**config.mk**
```make
export PLATFORM = sky130hd
export DESIGN_NAME = polling_motion_wake_control
export DESIGN_NICKNAME = d
export VERILOG_FILES = /design/src/design/wake_pkg.sv /design/src/design/polling_motion_wake_control.sv /design/src/design/pin_sync.sv
export SDC_FILE = /design/constraint.sdc
export NUM_CORES = 1
export LEC_CHECK = 0
export CAP_MARGIN = 40
export CORE_MARGIN = 3
export CORE_UTILIZATION = 65
export CTS_CLUSTER_SIZE = 30
export DETAILED_ROUTE_END_ITERATION = 6
export DONT_BUFFER_PORTS = 1
export GPL_ROUTABILITY_DRIVEN = 0
export PLACE_DENSITY = 0.78
export SETUP_SLACK_MARGIN = 0.3
export SYNTH_ARGS = -nofsm -noshare
export SYNTH_HDL_FRONTEND = slang
export SYNTH_SLANG_ARGS = --single-unit
```
**constraint.sdc**
```tcl
create_clock -name clk_in -period 8.8 [get_ports clk_in]
set_clock_uncertainty 0.15 [all_clocks]
set_input_delay 1.32 -clock clk_in [delete_from_list [all_inputs] [get_ports clk_in]]
set_output_delay 1.32 -clock clk_in [all_outputs]
set_load 0.02 [all_outputs]
```
**src/design/wake_pkg.sv**
```systemverilog
// Shared constants for the polling motion wake control block
package wake_pkg;
    localparam int CLK_MHZ = 50;
    localparam int T_ON_US = 250;
    localparam int T_WAKE_US = 10;
    localparam int ON_CYCLES = T_ON_US * CLK_MHZ;
    localparam int WAKE_CYCLES = T_WAKE_US * CLK_MHZ;
    localparam int CNT_W = 16;

    localparam int ANGLE_W = 8;
    localparam int AGC_W = 6;
    localparam int TRIM_W = 9;
    localparam int TRIM_WAKE_EN_BIT = 8;
    localparam logic [AGC_W-1:0] AGC_MIN = 6'h00;
    localparam logic [AGC_W-1:0] AGC_MAX = 6'h3F;

    localparam int FRAME_BITS = 16;
    localparam int BITCNT_W = 5;
    localparam int CMD_W = 5;
    localparam int CMD_LSB = 11;
    localparam logic [CMD_W-1:0] CMD_STORE_REF = 5'h03;
    localparam logic [CMD_W-1:0] CMD_TRIM_RELOAD = 5'h13;
    localparam logic [CMD_W-1:0] CMD_CUST_WRITE = 5'h17;
    localparam logic [CMD_W-1:0] CMD_LOW_POWER = 5'h08;
    localparam logic [CMD_W-1:0] CMD_ACTIVE = 5'h09;

    localparam int SYNC_W = 5;
    localparam int S_SCLK = 0;
    localparam int S_CSN = 1;
    localparam int S_DIN = 2;
    localparam int S_POR = 3;
    localparam int S_WAKE = 4;

    localparam logic [7:0] OFF_STATUS = 8'h00;
    localparam logic [7:0] OFF_MASK = 8'h04;
    localparam logic [7:0] OFF_STATE = 8'h08;
    localparam logic [7:0] OFF_CFG = 8'h0C;
    localparam logic [7:0] OFF_REF = 8'h10;
    localparam int EV_W = 3;
    localparam int EV_WAKE = 0;
    localparam int EV_CMD = 1;
    localparam int EV_LOCK = 2;
    localparam logic CFG_RESET = 1'b1;

    typedef enum logic [2:0] {ST_OFF, ST_ON_WAIT, ST_COMPARE, ST_WAKE, ST_RUN} phase_t;
endpackage : wake_pkg

```
**src/design/polling_motion_wake_control.sv**
```systemverilog
// Polling, low-power and motion wake control with serial link and APB registers
// Notes on behaviour
// - Serial commands switch active and low-power modes
// - Frame carries lock flag; host trusts locked only
// - Store-reference copies current angle into backed register
// - Retained settings survive main supply off
// - Compare angle with reference after 250us
// - Difference above threshold raises motion interrupt
// - On-time counts only after supply passes POR
// - Gain value 0 for too strong field
// - Gain value 3F for weak or missing field
// - Angle output continues while gain saturated
// - Trim reload is command code 19
// - Store-reference is code 3; none means wake
// - Backed copy only when wake-enable fuse set
// - Wake pin low about 10us, then released
//
// The placing of the registers and the APB register port were chosen for this implementation.
`timescale 1ns/100ps
module polling_motion_wake_control
    import wake_pkg::*;
#(
    parameter int ON_CYCLES_P = wake_pkg::ON_CYCLES
) (
    input wire logic clk_in,                          // 50 MHz clock
    input wire logic resetn_in,                       // Low-power supply reset
    input wire logic psel,                            // APB select
    input wire logic penable,                         // APB enable
    input wire logic pwrite,                          // APB direction
    input wire logic [7:0] paddr,                     // APB byte address
    input wire logic [31:0] pwdata,                   // APB write data
    output logic [31:0] prdata,                       // APB read data
    output logic pready,                              // APB ready
    output logic pslverr,                             // APB error
    input wire logic sclk_in,                         // Serial link clock
    input wire logic csn_in,                          // Serial frame select
    input wire logic sdi_in,                          // Serial data from host
    output logic sdo_out,                             // Serial data to host
    output logic sdo_oe_out,                          // Serial data drive enable
    input wire logic vdd_por_in,                      // Main supply above POR level
    input wire logic [wake_pkg::ANGLE_W-1:0] angle_in, // Measured angle
    input wire logic [wake_pkg::AGC_W-1:0] agc_in,    // Raw gain value
    input wire logic field_strong_in,                 // Field too strong
    input wire logic field_weak_in,                   // Field too weak or absent
    input wire logic lock_in,                         // Converter locked
    input wire logic [wake_pkg::TRIM_W-1:0] fuse_in,  // Fuse trim contents
    input wire logic wake_pin_in,                     // Wake pin level
    output logic wake_pin_out,                        // Wake pin value, always low
    output logic wake_pin_oe_out,                     // Wake pin pull-down enable
    output logic low_power_out,                       // Low-power mode active
    output logic [wake_pkg::AGC_W-1:0] agc_out,       // Reported gain value
    output logic irq_out                              // Level interrupt
);
    import wake_pkg::*;

    logic rst_meta_r, rst_n;
    logic [SYNC_W-1:0] sync_q;

    always_ff @(posedge clk_in or negedge resetn_in) begin
        if (!resetn_in) begin
            rst_meta_r <= 1'b0;
            rst_n <= 1'b0;
        end else begin
            rst_meta_r <= 1'b1;
            rst_n <= rst_meta_r;
        end
    end

    // Idle-high pins enter inverted so the synchroniser reset matches idle
    pin_sync #(.W(SYNC_W)) u_sync (
        .clk_in(clk_in),
        .rst_n_in(rst_n),
        .d_in({~wake_pin_in, vdd_por_in, sdi_in, ~csn_in, sclk_in}),
        .q_out(sync_q)
    );

    logic sclk_s, csn_s, din_s, por_s, wake_s;
    assign sclk_s = sync_q[S_SCLK];
    assign csn_s = ~sync_q[S_CSN];
    assign din_s = sync_q[S_DIN];
    assign por_s = sync_q[S_POR];
    assign wake_s = ~sync_q[S_WAKE];

    // Gain saturation codes; angle path untouched
    logic [AGC_W-1:0] agc_rep;
    always_comb begin
        if (field_strong_in) begin
            agc_rep = AGC_MIN;
        end else if (field_weak_in) begin
            agc_rep = AGC_MAX;
        end else begin
            agc_rep = agc_in;
        end
    end

    // Serial link: shift in on rising edge, update output on falling edge
    logic sclk_d_r, sclk_d_nxt;
    logic [BITCNT_W-1:0] bitcnt_r, bitcnt_nxt;
    logic [FRAME_BITS-1:0] rx_r, rx_nxt, tx_r, tx_nxt;
    logic sdo_r, sdo_nxt;
    logic cmd_stb;
    logic [CMD_W-1:0] cmd_code;
    logic [FRAME_BITS-1:0] frame_word;
    logic csn_d_r, csn_d_nxt;

    // Lock flag travels in the frame every time
    assign frame_word = {angle_in, agc_rep, lock_in, low_power_out};

    always_comb begin
        sclk_d_nxt = sclk_s;
        csn_d_nxt = csn_s;
        bitcnt_nxt = bitcnt_r;
        rx_nxt = rx_r;
        tx_nxt = tx_r;
        sdo_nxt = sdo_r;
        cmd_stb = 1'b0;
        if (csn_s) begin
            bitcnt_nxt = '0;
            tx_nxt = frame_word;
            sdo_nxt = frame_word[FRAME_BITS-1];
            // Frame ends: only a full frame is taken as a command
            if (!csn_d_r && bitcnt_r == BITCNT_W'(FRAME_BITS)) begin
                cmd_stb = 1'b1;
            end
        end else begin
            if (sclk_s && !sclk_d_r) begin
                rx_nxt = {rx_r[FRAME_BITS-2:0], din_s};
                if (bitcnt_r != BITCNT_W'(FRAME_BITS)) begin
                    bitcnt_nxt = bitcnt_r + 1'b1;
                end
                tx_nxt = {tx_r[FRAME_BITS-2:0], 1'b0};
            end
            if (!sclk_s && sclk_d_r) begin
                sdo_nxt = tx_r[FRAME_BITS-1];
            end
        end
    end
    assign cmd_code = rx_r[CMD_LSB +: CMD_W];

    always_ff @(posedge clk_in or negedge rst_n) begin
        if (!rst_n) begin
            sclk_d_r <= 1'b0;
            csn_d_r <= 1'b1;
            bitcnt_r <= '0;
            rx_r <= '0;
            tx_r <= '0;
            sdo_r <= 1'b0;
        end else begin
            sclk_d_r <= sclk_d_nxt;
            csn_d_r <= csn_d_nxt;
            bitcnt_r <= bitcnt_nxt;
            rx_r <= rx_nxt;
            tx_r <= tx_nxt;
            sdo_r <= sdo_nxt;
        end
    end
    assign sdo_out = sdo_r;
    assign sdo_oe_out = !csn_s;

    // Backed state: reset only with the low-power supply, kept across VDD loss
    logic [ANGLE_W-1:0] ref_r, ref_nxt, thr_r, thr_nxt;
    logic [TRIM_W-1:0] trim_r, trim_nxt;
    logic ref_valid_r, ref_valid_nxt;
    logic wake_en;
    assign wake_en = trim_r[TRIM_WAKE_EN_BIT];

    always_comb begin
        ref_nxt = ref_r;
        thr_nxt = thr_r;
        trim_nxt = trim_r;
        ref_valid_nxt = ref_valid_r;
        if (cmd_stb && por_s) begin
            case (cmd_code)
                CMD_TRIM_RELOAD: trim_nxt = fuse_in;
                CMD_STORE_REF: begin
                    if (wake_en) begin
                        ref_nxt = angle_in;
                        ref_valid_nxt = 1'b1;
                    end
                end
                CMD_CUST_WRITE: begin
                    if (wake_en) begin
                        thr_nxt = rx_r[ANGLE_W-1:0];
                    end
                end
                default: ;
            endcase
        end
    end

    always_ff @(posedge clk_in or negedge rst_n) begin
        if (!rst_n) begin
            ref_r <= '0;
            thr_r <= '0;
            trim_r <= '0;
            ref_valid_r <= 1'b0;
        end else begin
            ref_r <= ref_nxt;
            thr_r <= thr_nxt;
            trim_r <= trim_nxt;
            ref_valid_r <= ref_valid_nxt;
        end
    end

    // Power phase sequencer; core state cleared whenever VDD is below POR
    phase_t phase_r, phase_nxt;
    logic [CNT_W-1:0] cnt_r, cnt_nxt;
    logic low_power_r, low_power_nxt;
    logic [ANGLE_W-1:0] diff, mag;
    logic cfg_cmp_r;
    logic wake_ev;

    assign diff = angle_in - ref_r;
    assign mag = diff[ANGLE_W-1] ? ANGLE_W'(-diff) : diff;

    always_comb begin
        phase_nxt = phase_r;
        cnt_nxt = cnt_r;
        low_power_nxt = low_power_r;
        wake_ev = 1'b0;
        if (cmd_stb && cmd_code == CMD_LOW_POWER) begin
            low_power_nxt = 1'b1;
        end else if (cmd_stb && cmd_code == CMD_ACTIVE) begin
            low_power_nxt = 1'b0;
        end
        case (phase_r)
            ST_OFF: begin
                cnt_nxt = '0;
                if (por_s) begin
                    phase_nxt = ST_ON_WAIT;
                end
            end
            ST_ON_WAIT: begin
                cnt_nxt = cnt_r + 1'b1;
                if (cnt_r == CNT_W'(ON_CYCLES_P - 1)) begin
                    cnt_nxt = '0;
                    phase_nxt = ST_COMPARE;
                end
            end
            ST_COMPARE: begin
                // With compare and wake enable set, no reference makes every startup wake
                if (cfg_cmp_r && wake_en && (!ref_valid_r || mag > thr_r)) begin
                    phase_nxt = ST_WAKE;
                    wake_ev = 1'b1;
                end else begin
                    phase_nxt = ST_RUN;
                end
            end
            ST_WAKE: begin
                cnt_nxt = cnt_r + 1'b1;
                if (cnt_r == CNT_W'(WAKE_CYCLES - 1)) begin
                    cnt_nxt = '0;
                    phase_nxt = ST_RUN;
                end
            end
            ST_RUN: cnt_nxt = '0;
            default: phase_nxt = ST_OFF;
        endcase
        if (!por_s) begin
            phase_nxt = ST_OFF;
            cnt_nxt = '0;
            low_power_nxt = 1'b0;
        end
    end

    always_ff @(posedge clk_in or negedge rst_n) begin
        if (!rst_n) begin
            phase_r <= ST_OFF;
            cnt_r <= '0;
            low_power_r <= 1'b0;
        end else begin
            phase_r <= phase_nxt;
            cnt_r <= cnt_nxt;
            low_power_r <= low_power_nxt;
        end
    end

    // Open drain: only ever pulls low, released otherwise
    assign wake_pin_out = 1'b0;
    assign wake_pin_oe_out = (phase_r == ST_WAKE);
    assign low_power_out = low_power_r;

    logic [AGC_W-1:0] agc_r;
    always_ff @(posedge clk_in or negedge rst_n) begin
        if (!rst_n) begin
            agc_r <= '0;
        end else begin
            agc_r <= agc_rep;
        end
    end
    assign agc_out = agc_r;

    // APB registers, zero wait states
    logic [EV_W-1:0] status_r, status_nxt, mask_r, mask_nxt, events;
    logic cfg_cmp_nxt;
    logic lock_d_r;
    logic wr_en, rd_en, addr_ok;
    logic [31:0] rdata_nxt, prdata_r;
    logic slverr_nxt, slverr_r;

    assign wr_en = psel && penable && pwrite;
    assign rd_en = psel && !penable && !pwrite;
    assign events = {lock_in && !lock_d_r, cmd_stb, wake_ev};
    assign addr_ok = (paddr == OFF_STATUS) || (paddr == OFF_MASK) || (paddr == OFF_STATE)
                     || (paddr == OFF_CFG) || (paddr == OFF_REF);

    always_comb begin
        mask_nxt = mask_r;
        cfg_cmp_nxt = cfg_cmp_r;
        status_nxt = status_r;
        rdata_nxt = prdata_r;
        slverr_nxt = 1'b0;
        if (wr_en && paddr == OFF_STATUS) begin
            status_nxt = status_r & ~pwdata[EV_W-1:0];
        end
        // Set beats a clear in the same cycle
        status_nxt = status_nxt | events;
        if (wr_en && paddr == OFF_MASK) begin
            mask_nxt = pwdata[EV_W-1:0];
        end
        if (wr_en && paddr == OFF_CFG) begin
            cfg_cmp_nxt = pwdata[0];
        end
        if (psel && !penable) begin
            rdata_nxt = '0;
            slverr_nxt = !addr_ok;
        end
        if (rd_en) begin
            case (paddr)
                OFF_STATUS: rdata_nxt = {29'h0000000, status_r};
                OFF_MASK: rdata_nxt = {29'h0000000, mask_r};
                OFF_STATE: rdata_nxt = {7'h00, wake_s, ref_valid_r, wake_en, low_power_r, lock_in,
                                         agc_rep, angle_in, 3'h0, phase_r};
                OFF_CFG: rdata_nxt = {31'h00000000, cfg_cmp_r};
                OFF_REF: rdata_nxt = {7'h00, trim_r, thr_r, ref_r};
                default: rdata_nxt = '0;
            endcase
        end
    end

    always_ff @(posedge clk_in or negedge rst_n) begin
        if (!rst_n) begin
            status_r <= '0;
            mask_r <= '0;
            cfg_cmp_r <= CFG_RESET;
            lock_d_r <= 1'b0;
            prdata_r <= '0;
            slverr_r <= 1'b0;
        end else begin
            status_r <= status_nxt;
            mask_r <= mask_nxt;
            cfg_cmp_r <= cfg_cmp_nxt;
            lock_d_r <= lock_in;
            prdata_r <= rdata_nxt;
            slverr_r <= slverr_nxt;
        end
    end

    // Data is prepared in setup, so the access phase completes at once
    assign pready = 1'b1;
    assign prdata = prdata_r;
    assign pslverr = slverr_r && psel && penable;
    assign irq_out = |(status_r & mask_r);
endmodule : polling_motion_wake_control

```
**src/design/pin_sync.sv**
```systemverilog
// Three-stage synchroniser with agreement filter for pin inputs
`timescale 1ns/100ps
module pin_sync #(
    parameter int W = 1
) (
    input wire logic clk_in,            // System clock
    input wire logic rst_n_in,          // Synchronised reset
    input wire logic [W-1:0] d_in,      // Asynchronous inputs
    output logic [W-1:0] q_out          // Filtered, synchronous
);
    logic [W-1:0] s1_r, s2_r, s3_r, q_r;
    logic [W-1:0] q_nxt;

    genvar i;
    generate
        for (i = 0; i < W; i++) begin : g_bit
            // Change accepted only once stages two and three agree
            always_comb begin
                q_nxt[i] = (s2_r[i] == s3_r[i]) ? s3_r[i] : q_r[i];
            end
        end
    endgenerate

    always_ff @(posedge clk_in or negedge rst_n_in) begin
        if (!rst_n_in) begin
            s1_r <= '0;
            s2_r <= '0;
            s3_r <= '0;
            q_r <= '0;
        end else begin
            s1_r <= d_in;
            s2_r <= s1_r;
            s3_r <= s2_r;
            q_r <= q_nxt;
        end
    end

    assign q_out = q_r;
endmodule : pin_sync

```
==> impl_metrics.toml, run 1 <==
[run_status]
outcome = "completed"

[final_layout]
nNetsFinal = 753
synthToLayoutAreaGrowth_pct = 9.91
nFillCells = 673
drive_above_1_share = 0.103
antenna_cells = 0

[logic_synthesis]
yosysSeqAreaShare = 0.533
synth.top_cell.area_share = 0.525
synth_compound_area_frac = 0.123
postSynthAreaPerCell_um2 = 10.6
ys_types = 63
synth_edf_count = 0
netlist_top_cells_count = "146 x dfrtp_1, 70 x nand2_1, 61 x nor2_1"
synth_area_um2 = 6960
synthArstFlopShare = 1.00
synth_top_family_by_area = "simple AND/OR/NAND/NOR gates"
muxShareOfSynthArea = 0.0820
synth_xor_area_frac = 0.0277
synthTopCellsByArea = "dfrtp_1 53%, nand2_1 3.8%, ha_1 3.4%, o21ai_1 3.3%, nor2_1 3.3%"
yosysTopAreaCell = "dfrtp_1"
post-synth-top-count-cell = "dfrtp_1"
syn_inst = 657
ys_seq_elements = 148
synth_flop_cell = "dfrtp_1"
ys_warn_count = 0
yosys.area_share.simple = 0.147
synth_fa_ha_area_frac = 0.0443

[grt]
grt_overflow = 0
antenna_found_initial = 0
gr-usage-all-layers = 0.252
grt_pass1_wl_um = 23400
grt_max_degree = 67
grt_pass1_vias = 4823

[clocking]
cts_tree = "done"
ctsResizeCount = 0
cts_setup_buffers = 0
cts_sinks = 148
postCtsHoldBufs = 0
clk_pin_slew_ns = 0.06
cts_buffers = 17
clockBufferDepth = 2
clkLatencyLatePin_ns = 0.52
htreeDepth = 4
cts-root-buf = "clkbuf_8"

[critical_path]
critPathMaxFanout = 4
max_stage_delay_ns = 0.40
path_class = "primary input to register"
path_buf_inv = 1
end_kind = "register"
slowest_stage = "fa_1"
crit_family = "compound AO/OA/AOI/OAI gates"
cp_data_required_time_ns = 9.05
cp-start-kind = "primary input"
crit_chain = "inv_1, ha_1, fa_1, nand2b_1, a21oi_1, xor2_1, nor2_1, a41oi_1, xor2_1, ha_1, a21oi_1, o2111ai_1, a31oi_1, nor4_1, o31a_1"
arrival_ns = 4.53

[power_and_ir_drop]
irDropWorstVdd_mv = 0.104
power_density_nw_per_um2 = 209
p_total_w = 0.00159
p_leak_nw = 3.42

[routing]
vias = 4847
wirelength_met1_um = 5940
routed.top_layer = "met4"
wl_met2_um = 6970
finalWirelength_um = 14300
drtIter0Drc = 424
route.met3.wl_um = 1030
wire_per_inst_um = 17.7
remaining_drc_errors = 0
vias_per_cell = 6.01
drt_pass1_iterations = 5
antenna_left = 0

[floorplan]
fp.dieW_um = 109
ioPinCount = 122
start_util = 0.671
die_area_um2 = 12000
dieHeight_um = 109
core_um2 = 10400
rows = 37

[placed_design]
post-dp-hpwl_um = 10100
io_buffers = 0

[run]
maxCapViolCount = 0

[timing]
final_hold_viol_count = 0
finalCritPeriodShare = 0.486
max_slew_margin = 0.449
worst_pin_slew_ns = 0.825
rsz0062_at_grt = "no"
slew_viol_final = 0
period_minus_slack_ns = 4.27
final-setup-viol-count = 0
tns_ns = 0
fmaxAchievable_ghz = 0.234

[worst_hold_path]
hp-class = "register to asynchronous set/reset pin"
## kinds of logic after synthesis
kind of cell,after synthesis
flip-flops,148
buffers and inverters,63
adder cells (fa/ha/maj),25
XOR/XNOR,22
multiplexers,53
AND/OR/NAND/NOR,205
AO/OA/AOI/OAI,139
other,2
## power breakdown
part	switching (W)	internal [W]	total, W
registers	0.0000410	0.000729	0.000770
logic	0.0000674	0.0000567	0.000124
clock network	0.000264	0.000438	0.000701
## cells in the final DEF, fill, tap and decap left out, types with 5 or more instances in the layout
cell type and count:
mux2i_1 21, nand3_1 7, dfrtp_1 145, a22oi_1 20, xor2_1 13, inv_1 28, a21oi_1 33, nand2b_1 9
maj3_1 5, a31oi_1 7, conb_1 10, buf_4 5, o21ai_1 46, nand4_1 10, ha_1 19, a21o_1 6
nor3_1 8, xnor2_1 9, clkbuf_16 16, or2_1 5, nand2_1 70, mux2_1 16, mux2_2 16, nor2_1 61
## worst register-to-register path, stage by stage, from the launching register on
cell and delay [ns]:
dfrtp_1 0.42, ha_1 0.23, fa_1 0.40, nand2b_1 0.16, a21oi_1 0.21, xor2_1 0.27
nor2_1 0.12, a41oi_1 0.29, xor2_1 0.19, ha_1 0.27, a21oi_1 0.16, o2111ai_1 0.12
a31oi_1 0.33, nor4_1 0.14, o31a_1 0.31
## per-stage QoR
step	instance area [µm²]	setup WS, ns	utilization	std cells	hold slack, ns
3_5_place_dp	7070	4.04	0.682	774	0.149
2_1_floorplan	6990	4.22	-	665	0.181
5_1_grt	7640	4.29	0.737	806	0.181
4_1_cts	7640	4.58	0.737	806	0.154
3_3_place_gp	7010	4.15	0.676	772	0.182
6_report	7640	4.53	0.737	806	0.133
## path summary, 6_finish.rpt
path | from | slack, ns | depth (start not counted) | endpoint
max in group asynchronous | rst_n | 7.19 | 1 | trim_r[4]
min in group clk_in | u_sync.s1_r[3] | 0.20 | 0 | u_sync.s2_r[3]
worst min-delay path | rst_n | 0.13 | 0 | bitcnt_r[1]
worst min register to register | rst_n | 0.13 | 0 | bitcnt_r[1]
worst max-delay path | angle_in[0] | 4.53 | 15 | phase_r[1]
worst max register to register | ref_r[0] | 4.93 | 14 | phase_r[1]
## flip-flops by register name (all words and copies together) (netlist names), 6 cells and up
signal   cells
prdata      25
thr_r        8
cnt_r       16
agc_out      6
trim_r       9
ref_r        8
rx_r        16
tx_r        16
## per-layer routing
metal,vias to the layer above,track usage
met1,2385,0.320
met3,27,0.0675
li1,2277,-
met4,0,0.102
met5,-,0
met2,158,0.413
## cell type report
class                   count  area [µm²]  area share
repair buffers              7        92.6      0.0121
clock buffers              22         443      0.0579
clock inverters            10         134      0.0175
well taps                 136         170      0.0223
multi-input cells         454        2990       0.391
inverters                  29         109      0.0142
flip-flops and latches    148        3710       0.485
(Power assumes the default switching activity.)
==> run 2: changes to the inputs <==
--- a/config.mk
+++ b/config.mk
@@ -7,12 +7,12 @@
 export LEC_CHECK = 0
 export CAP_MARGIN = 40
 export CORE_MARGIN = 3
-export CORE_UTILIZATION = 65
+export CORE_UTILIZATION = 63
 export CTS_CLUSTER_SIZE = 30
 export DETAILED_ROUTE_END_ITERATION = 6
 export DONT_BUFFER_PORTS = 1
 export GPL_ROUTABILITY_DRIVEN = 0
-export PLACE_DENSITY = 0.78
+export PLACE_DENSITY = 0.76
 export SETUP_SLACK_MARGIN = 0.3
 export SYNTH_ARGS = -nofsm -noshare
 export SYNTH_HDL_FRONTEND = slang
==> constraint.sdc (replaced) <==
create_clock -name clk_in -period 4.15 [get_ports clk_in]
set_clock_uncertainty 0.15 [all_clocks]
set_input_delay 0.6225 -clock clk_in [delete_from_list [all_inputs] [get_ports clk_in]]
set_output_delay 0.6225 -clock clk_in [all_outputs]
set_load 0.02 [all_outputs]
==> impl_metrics.toml, run 2 (synthesis gave the netlist of run 1 again) <==
[run_status]
outcome = "completed"

[critical_path]
r2r_end = "phase_r[0]"
critPathMaxFanout = 3
path_buf_inv = 1
slowest_stage = "dfrtp_1"
rrSetupSlack_ns = 0.49
critPathLaunch = "ref_r[0]"
max_stage_delay_ns = 0.42
crit_family = "compound AO/OA/AOI/OAI gates"
cp_data_required_time_ns = 4.42
path_class = "register to register"
cp-endpoint = "phase_r[0]"
cp-start-kind = "register"
crit_chain = "ha_1, fa_1, nand2b_1, a21oi_2, xor2_1, nor2_1, a41oi_2, xor2_1, ha_1, a21oi_2, o2111ai_1, a31oi_2, buf_4, o211ai_1, o211a_1"
ff2ff_path_depth = 15
arrival_ns = 3.93
r2r-start = "ref_r[0]"
end_kind = "register"
critical_path_cell_count = 15

[timing]
final_hold_viol_count = 0
rsz0062_at_grt = "no"
finalCritPeriodShare = 0.882
period_minus_slack_ns = 3.66
worst_pin_slew_ns = 0.830
slew_viol_final = 0
tns_ns = 0
final-setup-viol-count = 0
fmaxAchievable_ghz = 0.273
max_slew_margin = 0.446

[routing]
antenna_left = 0
vias = 4944
finalWirelength_um = 15000
wire_per_inst_um = 18.3
vias_per_cell = 6.04
drt_pass1_iterations = 6
remaining_drc_errors = 0
drtIter0Drc = 432

[placed_design]
io_buffers = 0
post-dp-hpwl_um = 10500
postPlaceCellArea_um2 = 7070

[floorplan]
core_um2 = 10500
start_util = 0.662
rows = 37
fp.dieW_um = 111
die_area_um2 = 12300
ioPinCount = 122
dieHeight_um = 111

[final_layout]
largest_reg_flops = 25
design_area_um2 = 7780
layout_common_cells = "145 x dfrtp_1, 70 x nand2_1, 61 x nor2_1"
nNetsFinal = 766
layout_commonest_cell = "dfrtp_1"
drive_above_1_share = 0.122
seq_area_um2 = 3710
synthToLayoutAreaGrowth_pct = 11.8
nFillCells = 728
antenna_cells = 0
multiInputGateArea_um2 = 3020

[power_and_ir_drop]
p_leak_nw = 3.49
irDropWorstVdd_mv = 0.353
power_density_nw_per_um2 = 437

[clocking]
cts-root-buf = "clkbuf_8"
cts_buffers = 17
cts_tree = "done"
clkLatencyLatePin_ns = 0.53
cts_sinks = 148
clockBufferDepth = 2
htreeDepth = 4
clk_pin_slew_ns = 0.06

[grt]
gr-usage-all-layers = 0.255
grt_pass1_vias = 5077
grt_max_degree = 48
grt_pass1_wl_um = 25100
grt_overflow = 0
antenna_found_initial = 0

[worst_hold_path]
hp-class = "primary input to register"

[run]
maxCapViolCount = 0
-- run 2: changes by cell type in the layout (fill, tap and decap cells not counted), sizes merged --
cell and delta:
dlygate4sd3 +7, clkinvlp -1, clkbuf +1, bufinv -1
clkinv +1, buf +6
-- run 2: how the worst min path moves through the flow --
stage | start | end | slack [ns] | cells past startpoint
CTS | field_strong_in | agc_out[3] | 0.02 | 1
global route | field_strong_in | agc_out[3] | 0.02 | 1
global placement | resetn_in | rst_meta_r | 0.18 | 0
finish | field_strong_in | agc_out[3] | 0.04 | 1
floorplan | resetn_in | rst_meta_r | 0.18 | 0
detailed placement | rst_n | rx_r[9] | 0.14 | 0
-- run 2: through the flow --
| stage | total power [W] | utilization | hold WS, ns | cells | worst slack [ns] |
|---|---|---|---|---|---|
| 2_1_floorplan | 0.00186 | - | 0.177 | 665 | 0.536 |
| 3_3_place_gp | 0.00190 | 0.670 | 0.177 | 776 | 0.261 |
| 3_5_place_dp | 0.00193 | 0.673 | 0.140 | 777 | 0.0483 |
| 4_1_cts | 0.00342 | 0.735 | 0.0162 | 816 | 0.321 |
| 5_1_grt | 0.00353 | 0.740 | 0.0168 | 819 | 0.294 |
| 6_report | 0.00340 | 0.740 | 0.0380 | 819 | 0.490 |
-- run 2: repair_timing --
action / 4_1_cts / 5_1_grt
hold buffers: 7 / 0
buffers inserted: 0 / 3
resized for setup: 1 / 5
pin swaps: 0 / 3
setup endpoints to repair: 1 / 4
hold endpoints to repair: 8 / 0
-- run 2: metal layers --
metal	vias up	wire, µm	global-route usage
met5	-	0	0
met4	0	401	0.103
met3	31	957	0.0819
met2	164	7360	0.417
met1	2446	6300	0.316
li1	2303	-	-
-- run 2: cell type report --
cell class	count	share of cell area
clock inverters	9	0.0130
inverters	29	0.0140
clock buffers	23	0.0613
well taps	136	0.0219
repair buffers	20	0.0241
multi-input cells	454	0.389
flip-flops and latches	148	0.477
-- run 2: where the power goes --
| group | internal (W) | leakage [nW] | switching, W |
|---|---|---|---|
| combinational | 0.000127 | 1.36 | 0.000156 |
| sequential | 0.00155 | 1.84 | 0.0000859 |
| clock | 0.000915 | 0.288 | 0.000568 |
| total | 0.00259 | 3.49 | 0.000810 |
